===== config.mk =====
export PLATFORM = sky130hd
export DESIGN_NAME = rh_regs
export DESIGN_NICKNAME = d
export VERILOG_FILES = /design/src/pkg/rh_pkg.sv /design/src/hdl/rh_frame_timer.sv /design/src/hdl/rh_port_power.sv /design/src/hdl/rh_regs.sv
export VERILOG_INCLUDE_DIRS = /design/src /design/src/pkg
export SDC_FILE = /design/constraint.sdc
export NUM_CORES = 1
export LEC_CHECK = 0
export BUFFER_PORTS_ARGS = -buffer_cell sky130_fd_sc_hd__buf_4
export CAP_MARGIN = 10
export CORE_MARGIN = 3
export CORE_UTILIZATION = 50
export CTS_CLUSTER_SIZE = 8
export DETAILED_ROUTE_END_ITERATION = 10
export GPL_ROUTABILITY_DRIVEN = 0
export PLACE_DENSITY = 0.75
export SETUP_SLACK_MARGIN = 0.1
export SKIP_CTS_REPAIR_TIMING = 1
export SYNTH_ARGS = -nofsm -noshare
export SYNTH_HDL_FRONTEND = slang
export SYNTH_SLANG_ARGS = --single-unit
export TNS_END_PERCENT = 1

===== constraint.sdc =====
create_clock -name clk_sys -period 3.3 [get_ports clk_sys]
set_input_delay 0.66 -clock clk_sys [delete_from_list [all_inputs] [get_ports clk_sys]]
set_output_delay 0.66 -clock clk_sys [all_outputs]
set_load 0.05 [all_outputs]

===== src/pkg/rh_map.svh =====
// register offsets, field positions, reset values and timing counts
// assumes byte offsets within the host controller register window
`ifndef RH_MAP_SVH
`define RH_MAP_SVH

`define RH_OFS_LS_THRESHOLD    8'h44
`define RH_OFS_DESCRIPTOR_A    8'h48
`define RH_OFS_DESCRIPTOR_B    8'h4C
`define RH_OFS_HUB_STATUS      8'h50

`define RH_LST_RESET           12'h628
`define RH_PGW_RESET           8'hFF
`define RH_NO_OVERCURRENT_PROTECT_RESET          1'b0
`define RH_NPS_RESET           1'b0
`define RH_PSM_RESET           1'b1
`define RH_FI_NOMINAL          14'h2EDF

`define RH_A_PGW_HI            31
`define RH_A_PGW_LO            24
`define RH_A_NO_OVERCURRENT_PROTECT              12
`define RH_A_OVERCURRENT_REPORT_MODE              11
`define RH_A_COMPOUND          10
`define RH_A_NPS               9
`define RH_A_PSM               8
`define RH_B_PER_PORT_POWER_MASK_LO           16

`define RH_S_CLR_WAKE          31
`define RH_S_OC_CHANGE         17
`define RH_S_GLOBAL_ON         16
`define RH_S_WAKE_EN           15
`define RH_S_GLOBAL_OC         1
`define RH_S_GLOBAL_OFF        0

`define RH_CLK_NS              10
`define RH_BIT_TIME_NS         83
`define RH_BIT_CYCLES          ((`RH_BIT_TIME_NS) / (`RH_CLK_NS))
`define RH_PGW_UNIT_MS         2

`endif


===== src/pkg/rh_pkg.sv =====
// types shared by the root hub register logic
// assumes nothing beyond the map header
package rh_pkg;
  typedef enum logic [1:0] {
    RH_OPERATIONAL = 2'b00,
    RH_SUSPEND     = 2'b01,
    RH_RESUME      = 2'b11
  } rh_state_type;
endpackage


===== src/hdl/rh_frame_timer.sv =====
// frame bit-time down counter with its own bit-time divider
// assumes frame_interval is stable or changes only between frames
`timescale 1ns/10ps
`include "rh_map.svh"
module rh_frame_timer #(
  parameter int BIT_CYCLES = `RH_BIT_CYCLES
) (
  input  wire logic        clk_sys,
  input  wire logic        reset_n,
  input  wire logic [13:0] frame_interval,
  output logic      [13:0] bit_time_left
);
  import rh_pkg::*;

  initial begin
    if (BIT_CYCLES < 1 || BIT_CYCLES > 255) $error("bit time divider out of range");
  end

  logic [7:0] div_reg;
  logic       bit_tick;

  ////////////////////////////////////////////////////////////////////////////
  // bit-time enable
  assign bit_tick = (div_reg == 8'(BIT_CYCLES - 1));

  always_ff @(posedge clk_sys or negedge reset_n) begin
    if (!reset_n) begin
      div_reg <= 8'h00;
    end else if (bit_tick) begin
      div_reg <= 8'h00;
    end else begin
      div_reg <= div_reg + 8'h01;
    end
  end

  ////////////////////////////////////////////////////////////////////////////
  // remaining count, reload at the boundary after zero
  always_ff @(posedge clk_sys or negedge reset_n) begin
    if (!reset_n) begin
      bit_time_left <= 14'h0000;
    end else if (bit_tick) begin
      if (bit_time_left == 14'h0000) begin
        bit_time_left <= frame_interval;
      end else begin
        bit_time_left <= bit_time_left - 14'h0001;
      end
    end
  end
endmodule


===== src/hdl/rh_port_power.sv =====
// per-port power state under global and per-port commands
// assumes all command inputs are single-cycle pulses on clk_sys
`timescale 1ns/10ps
module rh_port_power #(
  parameter int NPORTS = 2
) (
  input  wire logic              clk_sys,
  input  wire logic              reset_n,
  input  wire logic              always_powered,
  input  wire logic              switching_mode,
  input  wire logic [15:0]       per_port_power_mask,
  input  wire logic              global_power_on_cmd,
  input  wire logic              global_power_off_cmd,
  input  wire logic [NPORTS-1:0] port_on_cmd,
  input  wire logic [NPORTS-1:0] port_off_cmd,
  input  wire logic              overcurrent,
  output logic      [NPORTS-1:0] port_power_on
);
  import rh_pkg::*;

  initial begin
    if (NPORTS < 1 || NPORTS > 15) $error("port count out of range");
  end

  genvar i;
  generate
    for (i = 0; i < NPORTS; i++) begin : g_port
      logic by_port;
      logic turn_on;
      logic turn_off;
      // mask bit i+1 belongs to port i+1; bit 0 is reserved
      assign by_port  = switching_mode && per_port_power_mask[i+1];
      assign turn_on  = by_port ? port_on_cmd[i] : global_power_on_cmd;
      assign turn_off = by_port ? port_off_cmd[i] : global_power_off_cmd;

      always_ff @(posedge clk_sys or negedge reset_n) begin
        if (!reset_n) begin
          port_power_on[i] <= 1'b0;
        end else if (always_powered) begin
          port_power_on[i] <= 1'b1;
        end else if (overcurrent || turn_off) begin
          port_power_on[i] <= 1'b0;
        end else if (turn_on) begin
          port_power_on[i] <= 1'b1;
        end
      end
    end
  endgenerate
endmodule


===== src/hdl/rh_regs.sv =====
// root hub descriptor, hub status and low-speed threshold registers
// assumes a simple same-clock register port; unmapped reads return zero
`timescale 1ns/10ps
`include "rh_map.svh"

module rh_regs #(
  parameter int NPORTS     = 2,
  parameter int BIT_CYCLES = `RH_BIT_CYCLES
) (
  input  wire logic              clk_sys,
  input  wire logic              reset_n,
  input  wire logic              reg_wr,
  input  wire logic              reg_rd,
  input  wire logic [7:0]        reg_addr,
  input  wire logic [31:0]       reg_wdata,
  output logic      [31:0]       reg_rdata,
  input  wire logic [13:0]       frame_interval,
  input  wire logic              ls_request,
  output logic                   ls_start,
  output logic      [13:0]       bit_time_left,
  input  wire logic              overcurrent_pin,
  input  wire logic [NPORTS-1:0] port_on_cmd,
  input  wire logic [NPORTS-1:0] port_off_cmd,
  output logic      [NPORTS-1:0] port_power_on,
  input  wire logic [NPORTS-1:0] port_connect_change,
  input  wire logic              suspend_enter,
  input  wire logic              resume_done,
  output rh_pkg::rh_state_type   hub_state,
  output logic                   resume_detected,
  output logic      [NPORTS-1:0] nonremovable,
  output logic      [7:0]        power_good_wait
);
  import rh_pkg::*;

  initial begin
    if (NPORTS < 1 || NPORTS > 15) $error("port count must be 1 to 15");
  end

  logic [11:0]  lowspeed_threshold_reg;
  logic         no_overcurrent_protect_reg;
  logic         overcurrent_report_mode_reg;
  logic         always_powered_reg;
  logic         switching_mode_reg;
  logic [15:0]  per_port_power_mask_reg;
  logic [15:0]  nonremovable_mask_reg;
  logic         remote_wake_enable_reg;
  logic         global_overcurrent_reg;
  logic         overcurrent_change_reg;
  logic         global_on_reg;
  logic         global_off_reg;
  logic         oc_meta_reg;
  logic         oc_sync_reg;
  logic         oc_next;
  logic         wr_thr;
  logic         wr_desc_a;
  logic         wr_desc_b;
  logic         wr_status;
  logic         wake_event;
  logic [7:0]   port_count;
  logic [31:0]  rdata_next;
  rh_state_type state_next;

  ////////////////////////////////////////////////////////////////////////////
  // address decode
  assign wr_thr    = reg_wr && (reg_addr == `RH_OFS_LS_THRESHOLD);
  assign wr_desc_a = reg_wr && (reg_addr == `RH_OFS_DESCRIPTOR_A);
  assign wr_desc_b = reg_wr && (reg_addr == `RH_OFS_DESCRIPTOR_B);
  assign wr_status = reg_wr && (reg_addr == `RH_OFS_HUB_STATUS);
  assign port_count = 8'(NPORTS);

  ////////////////////////////////////////////////////////////////////////////
  // low-speed threshold
  always_ff @(posedge clk_sys or negedge reset_n) begin
    if (!reset_n) begin
      lowspeed_threshold_reg <= `RH_LST_RESET;
    end else if (wr_thr) begin
      lowspeed_threshold_reg <= reg_wdata[11:0];
    end
  end

  always_ff @(posedge clk_sys or negedge reset_n) begin
    if (!reset_n) begin
      ls_start <= 1'b0;
    end else begin
      ls_start <= ls_request && (bit_time_left >= 14'(lowspeed_threshold_reg));
    end
  end

  ////////////////////////////////////////////////////////////////////////////
  // frame bit-time counter
  rh_frame_timer #(
    .BIT_CYCLES (BIT_CYCLES)
  ) u_timer (
    .clk_sys        (clk_sys),
    .reset_n        (reset_n),
    .frame_interval (frame_interval),
    .bit_time_left  (bit_time_left)
  );

  ////////////////////////////////////////////////////////////////////////////
  // first descriptor
  always_ff @(posedge clk_sys or negedge reset_n) begin
    if (!reset_n) begin
      power_good_wait             <= `RH_PGW_RESET;
      no_overcurrent_protect_reg  <= `RH_NO_OVERCURRENT_PROTECT_RESET;
      overcurrent_report_mode_reg <= `RH_PSM_RESET;
      always_powered_reg          <= `RH_NPS_RESET;
      switching_mode_reg          <= `RH_PSM_RESET;
    end else if (wr_desc_a) begin
      power_good_wait             <= reg_wdata[`RH_A_PGW_HI:`RH_A_PGW_LO];
      no_overcurrent_protect_reg  <= reg_wdata[`RH_A_NO_OVERCURRENT_PROTECT];
      overcurrent_report_mode_reg <= reg_wdata[`RH_A_OVERCURRENT_REPORT_MODE];
      always_powered_reg          <= reg_wdata[`RH_A_NPS];
      switching_mode_reg          <= reg_wdata[`RH_A_PSM];
    end
  end

  ////////////////////////////////////////////////////////////////////////////
  // second descriptor, bit 0 of each mask reserved
  always_ff @(posedge clk_sys or negedge reset_n) begin
    if (!reset_n) begin
      per_port_power_mask_reg <= 16'h0000;
      nonremovable_mask_reg   <= 16'h0000;
    end else if (wr_desc_b) begin
      per_port_power_mask_reg <= {reg_wdata[31:17], 1'b0};
      nonremovable_mask_reg   <= {reg_wdata[15:1], 1'b0};
    end
  end

  always_ff @(posedge clk_sys or negedge reset_n) begin
    if (!reset_n) begin
      nonremovable <= '0;
    end else begin
      nonremovable <= nonremovable_mask_reg[NPORTS:1];
    end
  end

  ////////////////////////////////////////////////////////////////////////////
  // hub status: remote wake enable, clear wins when both written
  always_ff @(posedge clk_sys or negedge reset_n) begin
    if (!reset_n) begin
      remote_wake_enable_reg <= 1'b0;
    end else if (wr_status && reg_wdata[`RH_S_CLR_WAKE]) begin
      remote_wake_enable_reg <= 1'b0;
    end else if (wr_status && reg_wdata[`RH_S_WAKE_EN]) begin
      remote_wake_enable_reg <= 1'b1;
    end
  end

  // global power command strobes, one cycle
  always_ff @(posedge clk_sys or negedge reset_n) begin
    if (!reset_n) begin
      global_on_reg  <= 1'b0;
      global_off_reg <= 1'b0;
    end else begin
      global_on_reg  <= wr_status && reg_wdata[`RH_S_GLOBAL_ON];
      global_off_reg <= wr_status && reg_wdata[`RH_S_GLOBAL_OFF];
    end
  end

  ////////////////////////////////////////////////////////////////////////////
  // overcurrent pin synchroniser and global indicator
  always_ff @(posedge clk_sys or negedge reset_n) begin
    if (!reset_n) begin
      oc_meta_reg <= 1'b0;
      oc_sync_reg <= 1'b0;
    end else begin
      oc_meta_reg <= overcurrent_pin;
      oc_sync_reg <= oc_meta_reg;
    end
  end

  // only collective reporting with protection present drives the bit
  assign oc_next = oc_sync_reg && !no_overcurrent_protect_reg
                   && !overcurrent_report_mode_reg;

  always_ff @(posedge clk_sys or negedge reset_n) begin
    if (!reset_n) begin
      global_overcurrent_reg <= 1'b0;
    end else begin
      global_overcurrent_reg <= oc_next;
    end
  end

  // change flag: hardware set beats software clear
  always_ff @(posedge clk_sys or negedge reset_n) begin
    if (!reset_n) begin
      overcurrent_change_reg <= 1'b0;
    end else if (oc_next != global_overcurrent_reg) begin
      overcurrent_change_reg <= 1'b1;
    end else if (wr_status && reg_wdata[`RH_S_OC_CHANGE]) begin
      overcurrent_change_reg <= 1'b0;
    end
  end

  ////////////////////////////////////////////////////////////////////////////
  // port power
  rh_port_power #(
    .NPORTS (NPORTS)
  ) u_power (
    .clk_sys              (clk_sys),
    .reset_n              (reset_n),
    .always_powered       (always_powered_reg),
    .switching_mode       (switching_mode_reg),
    .per_port_power_mask  (per_port_power_mask_reg),
    .global_power_on_cmd  (global_on_reg),
    .global_power_off_cmd (global_off_reg),
    .port_on_cmd          (port_on_cmd),
    .port_off_cmd         (port_off_cmd),
    .overcurrent          (global_overcurrent_reg),
    .port_power_on        (port_power_on)
  );

  ////////////////////////////////////////////////////////////////////////////
  // suspend and resume state
  assign wake_event = remote_wake_enable_reg && (|port_connect_change);

  always_comb begin
    state_next = hub_state;
    case (hub_state)
      RH_OPERATIONAL: begin
        if (suspend_enter) begin
          state_next = RH_SUSPEND;
        end
      end
      RH_SUSPEND: begin
        if (wake_event) begin
          state_next = RH_RESUME;
        end
      end
      RH_RESUME: begin
        if (resume_done) begin
          state_next = RH_OPERATIONAL;
        end
      end
      default: begin
        state_next = RH_OPERATIONAL;
      end
    endcase
  end

  always_ff @(posedge clk_sys or negedge reset_n) begin
    if (!reset_n) begin
      hub_state <= RH_OPERATIONAL;
    end else begin
      hub_state <= state_next;
    end
  end

  always_ff @(posedge clk_sys or negedge reset_n) begin
    if (!reset_n) begin
      resume_detected <= 1'b0;
    end else begin
      resume_detected <= (hub_state == RH_SUSPEND) && wake_event;
    end
  end

  ////////////////////////////////////////////////////////////////////////////
  // read mux, reserved and write-only bits read zero
  always_comb begin
    rdata_next = 32'h0000_0000;
    case (reg_addr)
      `RH_OFS_LS_THRESHOLD: begin
        rdata_next[11:0] = lowspeed_threshold_reg;
      end
      `RH_OFS_DESCRIPTOR_A: begin
        rdata_next[`RH_A_PGW_HI:`RH_A_PGW_LO] = power_good_wait;
        rdata_next[`RH_A_NO_OVERCURRENT_PROTECT]     = no_overcurrent_protect_reg;
        rdata_next[`RH_A_OVERCURRENT_REPORT_MODE]     = overcurrent_report_mode_reg;
        rdata_next[`RH_A_COMPOUND] = 1'b0;
        rdata_next[`RH_A_NPS]      = always_powered_reg;
        rdata_next[`RH_A_PSM]      = switching_mode_reg;
        rdata_next[7:0]            = port_count;
      end
      `RH_OFS_DESCRIPTOR_B: begin
        rdata_next = {per_port_power_mask_reg, nonremovable_mask_reg};
      end
      `RH_OFS_HUB_STATUS: begin
        rdata_next[`RH_S_OC_CHANGE] = overcurrent_change_reg;
        rdata_next[`RH_S_WAKE_EN]   = remote_wake_enable_reg;
        rdata_next[`RH_S_GLOBAL_OC] = global_overcurrent_reg;
      end
      default: begin
        rdata_next = 32'h0000_0000;
      end
    endcase
  end

  always_ff @(posedge clk_sys or negedge reset_n) begin
    if (!reset_n) begin
      reg_rdata <= 32'h0000_0000;
    end else if (reg_rd) begin
      reg_rdata <= rdata_next;
    end
  end
endmodule


# Word level (Yosys, flattened, before mapping)
# Cells that the tools add are included.
dict set report word_totals {
  register_bits 122
  in_bits 68
  output_inout_bits 62
  word_cells 95
}
dict set report op_classes {
  n_addsub 2
  n_lt_le_gt_ge 1
  n_eq_ne 11
  mux 29
  n_reduce_logical 28
}
# cell n
set ops {}
lappend ops {{$eq A8 B7 Y1 const B} 4}
lappend ops {{$pmux W10 S3} 1}
lappend ops {{$logic_and A1 B1 Y1} 16}
lappend ops {{$pmux W8 S2} 1}
lappend ops {{$mux W1} 15}
lappend ops {{$ge A14 B12 Y1} 1}
lappend ops {{$logic_not A14 Y1} 1}
lappend ops {{$mux W14} 1}
lappend ops {{$sub A14 B1 Y14 const B} 1}
lappend ops {{$add A8 B1 Y8 const B} 1}
lappend ops {{$eq A8 B3 Y1 const B} 1}
lappend ops {{$mux W2} 4}
lappend ops {{$mux W8} 1}
lappend ops {{$mux W6} 1}
lappend ops {{$ne A2 B2 Y1 const B} 3}
lappend ops {{$pmux W1 S2} 3}
lappend ops {{$pmux W2 S3} 1}
lappend ops {{$reduce_bool A3 Y1} 2}
lappend ops {{$pmux W1 S4} 1}
lappend ops {{$reduce_bool A2 Y1} 2}
lappend ops {{$reduce_and A3 Y1} 1}
lappend ops {{$eq A2 B1 Y1 const B} 1}
lappend ops {{$eq A2 B2 Y1 const B} 1}
lappend ops {{$logic_not A1 Y1} 2}
lappend ops {{4 further kinds} 5}

# Longest topological paths before layout
# Gate-level depths: netlist (run 1).
dict set report logic_depth {
  ltp_word 5
  mapped_depth 7
  ltp_nobuf 6
}

# Hierarchy
# A second synthesis (run 1) with hierarchy kept.
dict set report hier_totals {
  hier_cells 465
  area_unflattened_um2 5733.0
}
# module n_inst cells_each area_each_um2 seq_area_each_um2
set modules_own_cells {}
lappend modules_own_cells {rh_regs 1 326 4481.8 2469.9}
lappend modules_own_cells {rh_frame_timer 1 125 1138.6 550.5}
lappend modules_own_cells {rh_port_power 1 14 112.6 50.0}

# Worst setup path after synthesis (run 1)
# OpenSTA, ideal clock, no wires.
dict set report synth_timing {
  path_type {in2reg}
  startpoint {input port reg_addr[1]}
  endpoint {register no_overcurrent_protect_reg}
  setup_ns 0.125
  arrival_ns 2.274
  required_ns 3.175
  path_slack_ns 0.901
  cell_stages 5
  path_buffers 1
  cell_sequence {or4_4 nor3_1 nor3b_1 buf_4 mux2_2}
}
dict set report synth_between {
  elab_chain_cells 2
}
# item line
set synth_rtl {}
lappend synth_rtl {{from (decl)} rh_regs.sv:14} ;# input wire logic [7:0] reg_addr,
lappend synth_rtl {{$eq A8 B7 Y1} n/a}
lappend synth_rtl {{$logic_and A1 B1 Y1} rh_regs.sv:66} ;# assign wr_desc_a = reg_wr && (reg_addr == `RH_OFS_DESCRIPTOR_A);
lappend synth_rtl {{to (signal assigned)} rh_regs.sv:105} ;# no_overcurrent_protect_reg <= `RH_NO_OVERCURRENT_PROTECT_RESET;
lappend synth_rtl {{to (signal assigned)} rh_regs.sv:111} ;# no_overcurrent_protect_reg <= reg_wdata[`RH_A_NO_OVERCURRENT_PROTECT];
lappend synth_rtl {{to (decl)} rh_regs.sv:40} ;# logic no_overcurrent_protect_reg;
# No other way between the ends.
# A chain may end at the register's enable or synchronous reset.

# Worst setup path in the final report (run 1)
dict set report layout_timing {
  startpoint {register u_timer.div_reg[3]}
  endpoint {register u_timer.bit_time_left[11]}
}
dict set report layout_between {
  elab_chain_cells 1
}
# item line
set layout_rtl {}
lappend layout_rtl {{from (decl)} rh_frame_timer.sv:19} ;# logic [7:0] div_reg;
lappend layout_rtl {{from (signal assigned)} rh_frame_timer.sv:32} ;# div_reg <= div_reg + 8'h01;
lappend layout_rtl {{$eq A8 B3 Y1} rh_frame_timer.sv:24} ;# assign bit_tick = (div_reg == 8'(BIT_CYCLES - 1));
lappend layout_rtl {{to (signal assigned)} rh_frame_timer.sv:43} ;# bit_time_left <= frame_interval;
lappend layout_rtl {{to (signal assigned)} rh_frame_timer.sv:45} ;# bit_time_left <= bit_time_left - 14'h0001;
lappend layout_rtl {{to (decl)} rh_frame_timer.sv:11} ;# output logic [13:0] bit_time_left
# No other way between the ends.

==> results of run 1 <==
final timing paths:
path / to / slack [ns] / cells past startpoint
max: u_timer.bit_time_left[11] / 0.97 / 4
min: reg_rdata[20] / 0.21 / 1
max reg2reg: u_timer.bit_time_left[11] / 0.97 / 4
min reg2reg: oc_sync_reg / 0.37 / 0
max in group asynchronous: lowspeed_threshold_reg[3] / 2.24 / 2
min in group clk_sys: oc_meta_reg / 0.36 / 1
cell usage in the layout (no fill, tap or decap), drive strengths merged, types with 3 or more instances in the layout:
| cell | count |
|---|---|
| buf | 138 |
| dfrtp | 108 |
| mux2 | 57 |
| inv | 45 |
| a21oi | 29 |
| nand3 | 22 |
| clkbuf | 21 |
| nor2 | 19 |
| o21ai | 16 |
| ha | 15 |
| dfstp | 14 |
| nand2 | 13 |
| o22ai | 13 |
| a22oi | 11 |
| mux2i | 10 |
| and3 | 8 |
| a2bb2oi | 8 |
| clkinv | 8 |
| or3 | 7 |
| nor3 | 6 |
| xnor2 | 5 |
| a211oi | 5 |
| nor4 | 5 |
| nor3b | 5 |
| and2 | 4 |
| o31ai | 4 |
| nor2b | 3 |
| nand4 | 3 |
| or2 | 3 |
| a22o | 3 |
| or4 | 3 |
cell type report:
type                    count  area (um^2)  share of cell area (%)
inverters                  45          169                    2.30
flip-flops and latches    122         3070                    41.8
multi-input cells         302         2300                    31.3
clock inverters            11          123                    1.67
clock buffers              21          450                    6.13
repair buffers            138         1060                    14.4
well taps                 140          175                    2.38
critical path, stage by stage (launching register included):
cell     delay (ns)
dfrtp_1        0.42
or4_1          0.57
or3_1          0.59
or3_1          0.44
o31ai_1        0.22
cell usage after synthesis, drive strengths merged, types with 2 or more instances:
library cell  count  area [um^2]
and4              2         17.5
o22ai            13         81.3
xnor2             5         43.8
a211oi            5         37.5
o21ai            16         80.1
a31oi             2         12.5
nor4              5         46.3
or2               3         18.8
a2111oi           2         17.5
nand3            22          110
buf              12         66.3
nor3              6         30.0
and3b             2         17.5
dfrtp           108         2700
a22oi            11         82.6
and3              8         50.1
o32ai             2         17.5
inv              45          169
and2              4         25.0
or4               3         26.3
a22o              3         26.3
nand4             3         18.8
a21oi            29          145
mux2             57          642
nor2b             3         18.8
ha               15          188
or3               7         43.8
xor2              2         17.5
nand2            13         48.8
nor2             19         71.3
mux2i            10          100
o31ai             4         30.0
dfstp            14          368
a2bb2oi           8         70.1
o41ai             2         17.5
clkbuf           12         45.0
nor3b             5         37.5
stage by stage:
step	hold slack, ns	instances	setup WS, ns
after floorplan	0.331	493	0.901
after global placement	0.337	747	0.727
after detailed placement	0.337	747	0.683
after CTS	0.220	779	0.968
after global routing	0.236	779	0.825
final	0.209	779	0.973
cells by family (layout without fill, tap and decap cells):
group,count (synthesis),after routing,share of synthesized area [%]
buffers and inverters,69,215,4.98
AOI/OAI and AO/OA,105,105,12.2
DFF,122,122,54.5
other,1,1,0.0666
xor gates and xnor gates,7,7,1.09
and+or+nand+nor,107,107,10.6
adders and majority gates,15,15,3.33
muxes,67,67,13.2
metal layers:
metal,wire (um),part of all wire [%]
met4,222,1.6
met1,6120,45
met3,534,3.9
met5,0,0
met2,6760,50
power groups by stage:
stage | Clock [mW] | Combinational (mW) | Sequential [mW]
after CTS | 1.81 | 0.326 | 1.59
after global routing | 1.89 | 0.348 | 1.60
after global placement | 0 | 0.316 | 1.61
final | 1.78 | 0.322 | 1.59
after detailed placement | 0 | 0.324 | 1.62
after floorplan | 0 | 0.0934 | 1.68
==> results.md, run 1 <==
- Critical Path Start Type: flip-flop
- Std cell rows: 38
- Outcome: finished, final reports clean
- Number of synthesized flops with an enable pin: 0
- Fillers: 803
- Post-synthesis instance area: about 0.0056 mm^2
- Starting Density: just over 50%
- Wire length per cell after detailed routing: 17.5 um
- Final Core Density: roughly 67%
- Share of synthesized registers carrying an async set or reset: between 90% and 100%
- Number of DRC violations after detailed-routing iteration 0: 255
- Share of total power in the clock network: 48.2%
- Max Slew Vio Count: 0
- Number of diodes added for antenna fixing: 0
- Post-CTS clock slew at the launch and capture registers of the worst setup and hold paths: around 0.06 ns
- Avg Vias per Cell: 5.54
- Sequential share of power: between 40% and 50%
- Finished Cell Area: ~0.0073 mm^2
- Crit-path max FO: 18
- Worst setup skew after layout: roughly 0.011 ns
- Reg-to-reg critical path startpoint: u_timer.div_reg[3]
- Final-report hold violation count: 0
- Placed instance area: between 0.006 and 0.007 mm^2
- H-tree lvl count: 4
- Worst min-delay path class: in2async
- Total global routing track utilization: between 20% and 30%
- Number of distinct standard cells referenced by the synthesized netlist: 53
- Die outline area: 0.0126 mm^2
- Overall power consumption: 3.70 mW
- Maximum number of pins on one net before global-route repair: 86
- CTS max path bufs: 2
- Share of the yosys chip area belonging to registers: 54.5%
- Die Width: 112 um
- Final critical path time including I/O delays and setup: 2.33 ns
- Final nets: 709
- Total number of vias: 4,319
- Met2 routing resource usage after global routing: between 30 and 40%
- Vias in the first global route: roughly 4,300
- Reported leakage power: 3.45 nW
- Number of buffers inserted by port buffering: between 100 and 150
- Global-route wire length before repair: 22,200 um
- First-pass iteration count of the detailed router: 4
- Met3 track demand over resource in global routing: 5.01%
- Number of I/O pins: 130
- Total power divided by cell area: slightly above 500 mW/mm^2
- Setup Viol. Count Final: 0
- Req. time, crit path: 3.61 ns
- Achievable Freq: ~430 MHz
- Flip-flop count of the largest register, all copies and words added: 31
- Ratio of cells with drive above 1 in the final layout: 38.7%
- Drc violations: 0
- GRT busiest layer: met2
- Switching power summed over all nets: 881 uW
- Final TNS setup: 0 ns
- Area growth from synthesis to layout: 30.5%
- Worst slew slack as a fraction of its limit: 60.5%
- GRT met1 Usage: about a third
- Int Power: 2.82 mW
- Initial antenna violation count: 0
- Post-Synthesis Mean Instance Area: 11.4 um^2
- Primary flip-flop cell chosen by synthesis mapping: dfrtp_1
- MaxCap Viol Count: 0
- #FFs+latches synth: 122
- Net count after synthesis: 576
- Gate count after technology mapping: 493
- Sort of element at the end of the critical path: flip-flop
- Proportion of total power due to net switching: about a quarter
- Area of the core region: 0.0109 mm^2
- Die height: around 110 um
- Root Buffer Master: clkbuf_16
- Ratio of final minimum period to clock period: 70.5%
- Detailed placement HPWL: roughly 9500 um
- Critical Path AT: ~2.6 ns
- Clock tree from TritonCTS: yes
- CTS Buf Count: 17
- Insertion delay of the later-clocked pin in the worst-skew pair: 0.41 ns
- Fraction of power consumed by combinational cells: 8.7%
- Remaining global-route overflow: 0
- Total length of routed wires: 13,600 um
- RSZ-0062 raised after global routing: no
- Number of warnings reported in the yosys synthesis log: 0
- IR drop worst, VDD: 359 uV
- Critical Setup Path Class: reg2reg
- Slew at the pin with the worst max-slew slack: between 0.5 and 0.6 ns
- Clock Sink Count: between 100 and 150
- Worst Setup SP: u_timer.div_reg[3]
- Post-detailed-route count of antenna-violating nets: 0
Power figures use the tool's default switching activity.
==> inputs of run 2 (changes only) <==
CORE_UTILIZATION = 49   (was 50)
PLACE_DENSITY = 0.77   (was 0.75)
clock period = 2.1 ns   (was 3.3 ns; I/O delays follow)
==> run 2 against run 1 <==
The flow now finishes with violations (hold timing). Combinational power rose by 62%. Count of clock-buffer cells in the layout up 2. Clock power rose by 64%. Global-route usage increased by 0.88 points. Worst hold slack worse by 0.23 ns.
==> results.md, run 2 (synthesis results as in run 1) <==
- Outcome: finished, violations left
- Violations in the final reports: hold timing
- IR drop worst, VDD: 764 uV (+110%)
- Reported leakage power: 3.58 nW (+3.8%)
- H-tree lvl count: 4 (unchanged)
- Worst setup skew after layout: 0.00406 ns (-0.00713 ns)
- Combined area of the multi-input logic cells: 0.00235 mm^2 (+2.4%)
- Crit-path max FO: 10 (-8)
- Post-detailed-route count of antenna-violating nets: 0 (unchanged)
- Total power divided by cell area: 782 mW/mm^2 (+55%)
- Clock Sink Count: 122 (unchanged)
- Die outline area: 0.0128 mm^2 (+1.9%)
- Commonest non-fill, non-tap cell in the layout: buf_4
- Wire length per cell after detailed routing: 17.8 um (+1.5%)
- Most frequent cells in the layout: buf_4, dfrtp_1, mux2_2
- Detailed placement HPWL: 10,300 um (+7.9%)
- Avg Vias per Cell: 5.58 (+0.57%)
- MaxCap Viol Count: 0 (unchanged)
- Starting Density: 51.1% (-0.44 points)
- Req. time, crit path: 2.44 ns (-1.17 ns)
- Max Slew Vio Count: 0 (unchanged)
- Insertion delay of the later-clocked pin in the worst-skew pair: 0.41 ns (about the same)
- Area of the core region: 0.0110 mm^2 (+0.87%)
- Setup Viol. Count Final: 0 (unchanged)
- Final Non-Filler Cells: 799 (+2.6%)
- Placed instance area: 0.00695 mm^2 (+2.5%)
- Largest stage delay, worst path: 0.54 ns (-0.05 ns)
- CTS Buf Count: 17 (unchanged)
- Die height: 113 um (+0.96%)
- Number of buffers inserted by port buffering: 128 (unchanged)
- Critical Path Start Type: flip-flop
- Critical Setup Path Class: reg2reg
- Final-report hold violation count: 28 (+28)
- Worst slew slack as a fraction of its limit: 66.6% (+6.1 points)
- Area growth from synthesis to layout: 34.9%
- Finished Cell Area: 0.00760 mm^2 (+3.4%)
- Pre-CTS WS: -0.128 ns (-0.810 ns)
- Root Buffer Master: clkbuf_16
- Worst min-delay path class: in2async
- First-pass iteration count of the detailed router: 4 (unchanged)
- Final critical path time including I/O delays and setup: 2.02 ns (-0.305 ns)
- Placed Instances: 767 (+2.7%)
- Final Hold Slack: -0.0227 ns (-0.231 ns)
- Clock tree from TritonCTS: yes
- Register area: 0.00307 mm^2 (about the same)
- Fillers: 834 (+3.9%)
- Sum of buffers and inverters on the critical path: 2 (+2)
- Setup WS post-layout: 0.0781 ns (-0.895 ns)
- Ratio of cells with drive above 1 in the final layout: 42.6% (+4.0 points)
- Number of diodes added for antenna fixing: 0 (unchanged)
- Drc violations: 0 (unchanged)
- Worst-path cell with the longest stage delay: or4_4
- Cell family with the largest share of critical-path delay: simple AND/OR/NAND/NOR gates
- Final TNS setup: 0 ns (unchanged)
- Sort of element at the end of the critical path: flip-flop
- CTS max path bufs: 2 (unchanged)
- Std cell rows: 38 (unchanged)
- Final nets: 729 (+2.8%)
- Number of I/O pins: 130 (unchanged)
- Maximum number of pins on one net before global-route repair: 45 (-48%)
- Total global routing track utilization: 23.1% (+0.88 points)
- Die Width: 113 um (+0.96%)
- Ratio of final minimum period to clock period: 96.3% (+26 points)
- Achievable Freq: 495 MHz (+15%)
- Total number of vias: 4,455 (+3.1%)
- Initial antenna violation count: 1 (+1)
- Vias in the first global route: 4,662 (+8.5%)
- Slew at the pin with the worst max-slew slack: 0.501 ns (-0.0915 ns)
- RSZ-0062 raised after global routing: yes
- Global-route wire length before repair: 23,300 um (+5.0%)
- Flip-flop count of the largest register, all copies and words added: 31 (unchanged)
- Post-CTS clock slew at the launch and capture registers of the worst setup and hold paths: 0.05 ns (about the same)
- Critical Path AT: 2.36 ns (-0.27 ns)
- Number of DRC violations after detailed-routing iteration 0: 359 (+41%)
- Total length of routed wires: 14,200 um (+4.1%)
- Cell Chain, Critical Path: or4_4 -> or3_4 -> buf_6 -> buf_6 -> a21oi_1 -> a2bb2oi_2
- Remaining global-route overflow: 0 (unchanged)
- Most frequent cell on the critical path: buf_6
run 2: cell types whose count changed in the layout (fill, tap and decap cells not counted), sizes merged:
cell      change
buf          +20
bufinv        +1
clkbuf        +2
clkinv        -2
clkinvlp      -1
run 2: where the power goes:
part,internal (mW),switching [mW]
clock,1.94,0.972
combinational,0.216,0.307
sequential,2.44,0.0581
run 2: path summary, 6_finish.rpt:
check,start,depth (start not counted),slack (ns),end
max,u_timer.div_reg[3],6,0.08,u_timer.bit_time_left[5]
min,reset_n,1,-0.02,reg_rdata[3]
max reg2reg,u_timer.div_reg[3],6,0.08,u_timer.bit_time_left[5]
min reg2reg,oc_meta_reg,0,0.35,oc_sync_reg
max in group asynchronous,reset_n,2,1.46,lowspeed_threshold_reg[9]
min in group clk_sys,overcurrent_pin,1,0.12,oc_meta_reg
run 2: area by class of cell:
type	instances	area share, %
Sequential cell	122	40.4
Multi-Input combinational cell	302	31.0
Timing Repair Buffer	158	16.2
Clock buffer	23	6.29
Tap cell	140	2.30
Inverter	45	2.22
Clock inverter	9	1.58
run 2: metrics by stage:
stage | utilization, % | total power [mW]
after floorplan | - | 2.79
after global placement | 63.0 | 3.04
after detailed placement | 63.0 | 3.06
after CTS | 68.4 | 5.99
after global routing | 68.9 | 6.14
final | 68.9 | 5.94
run 2: metal layers:
metal  vias to the layer above  GRT usage (%)  share of wire [%]
met5                         -              0               0.14
met4                         2           8.57                2.2
met3                        28           5.29                5.5
met2                       136           37.2                 49
met1                      2202           30.7                 43
li1                       2087              -                  -
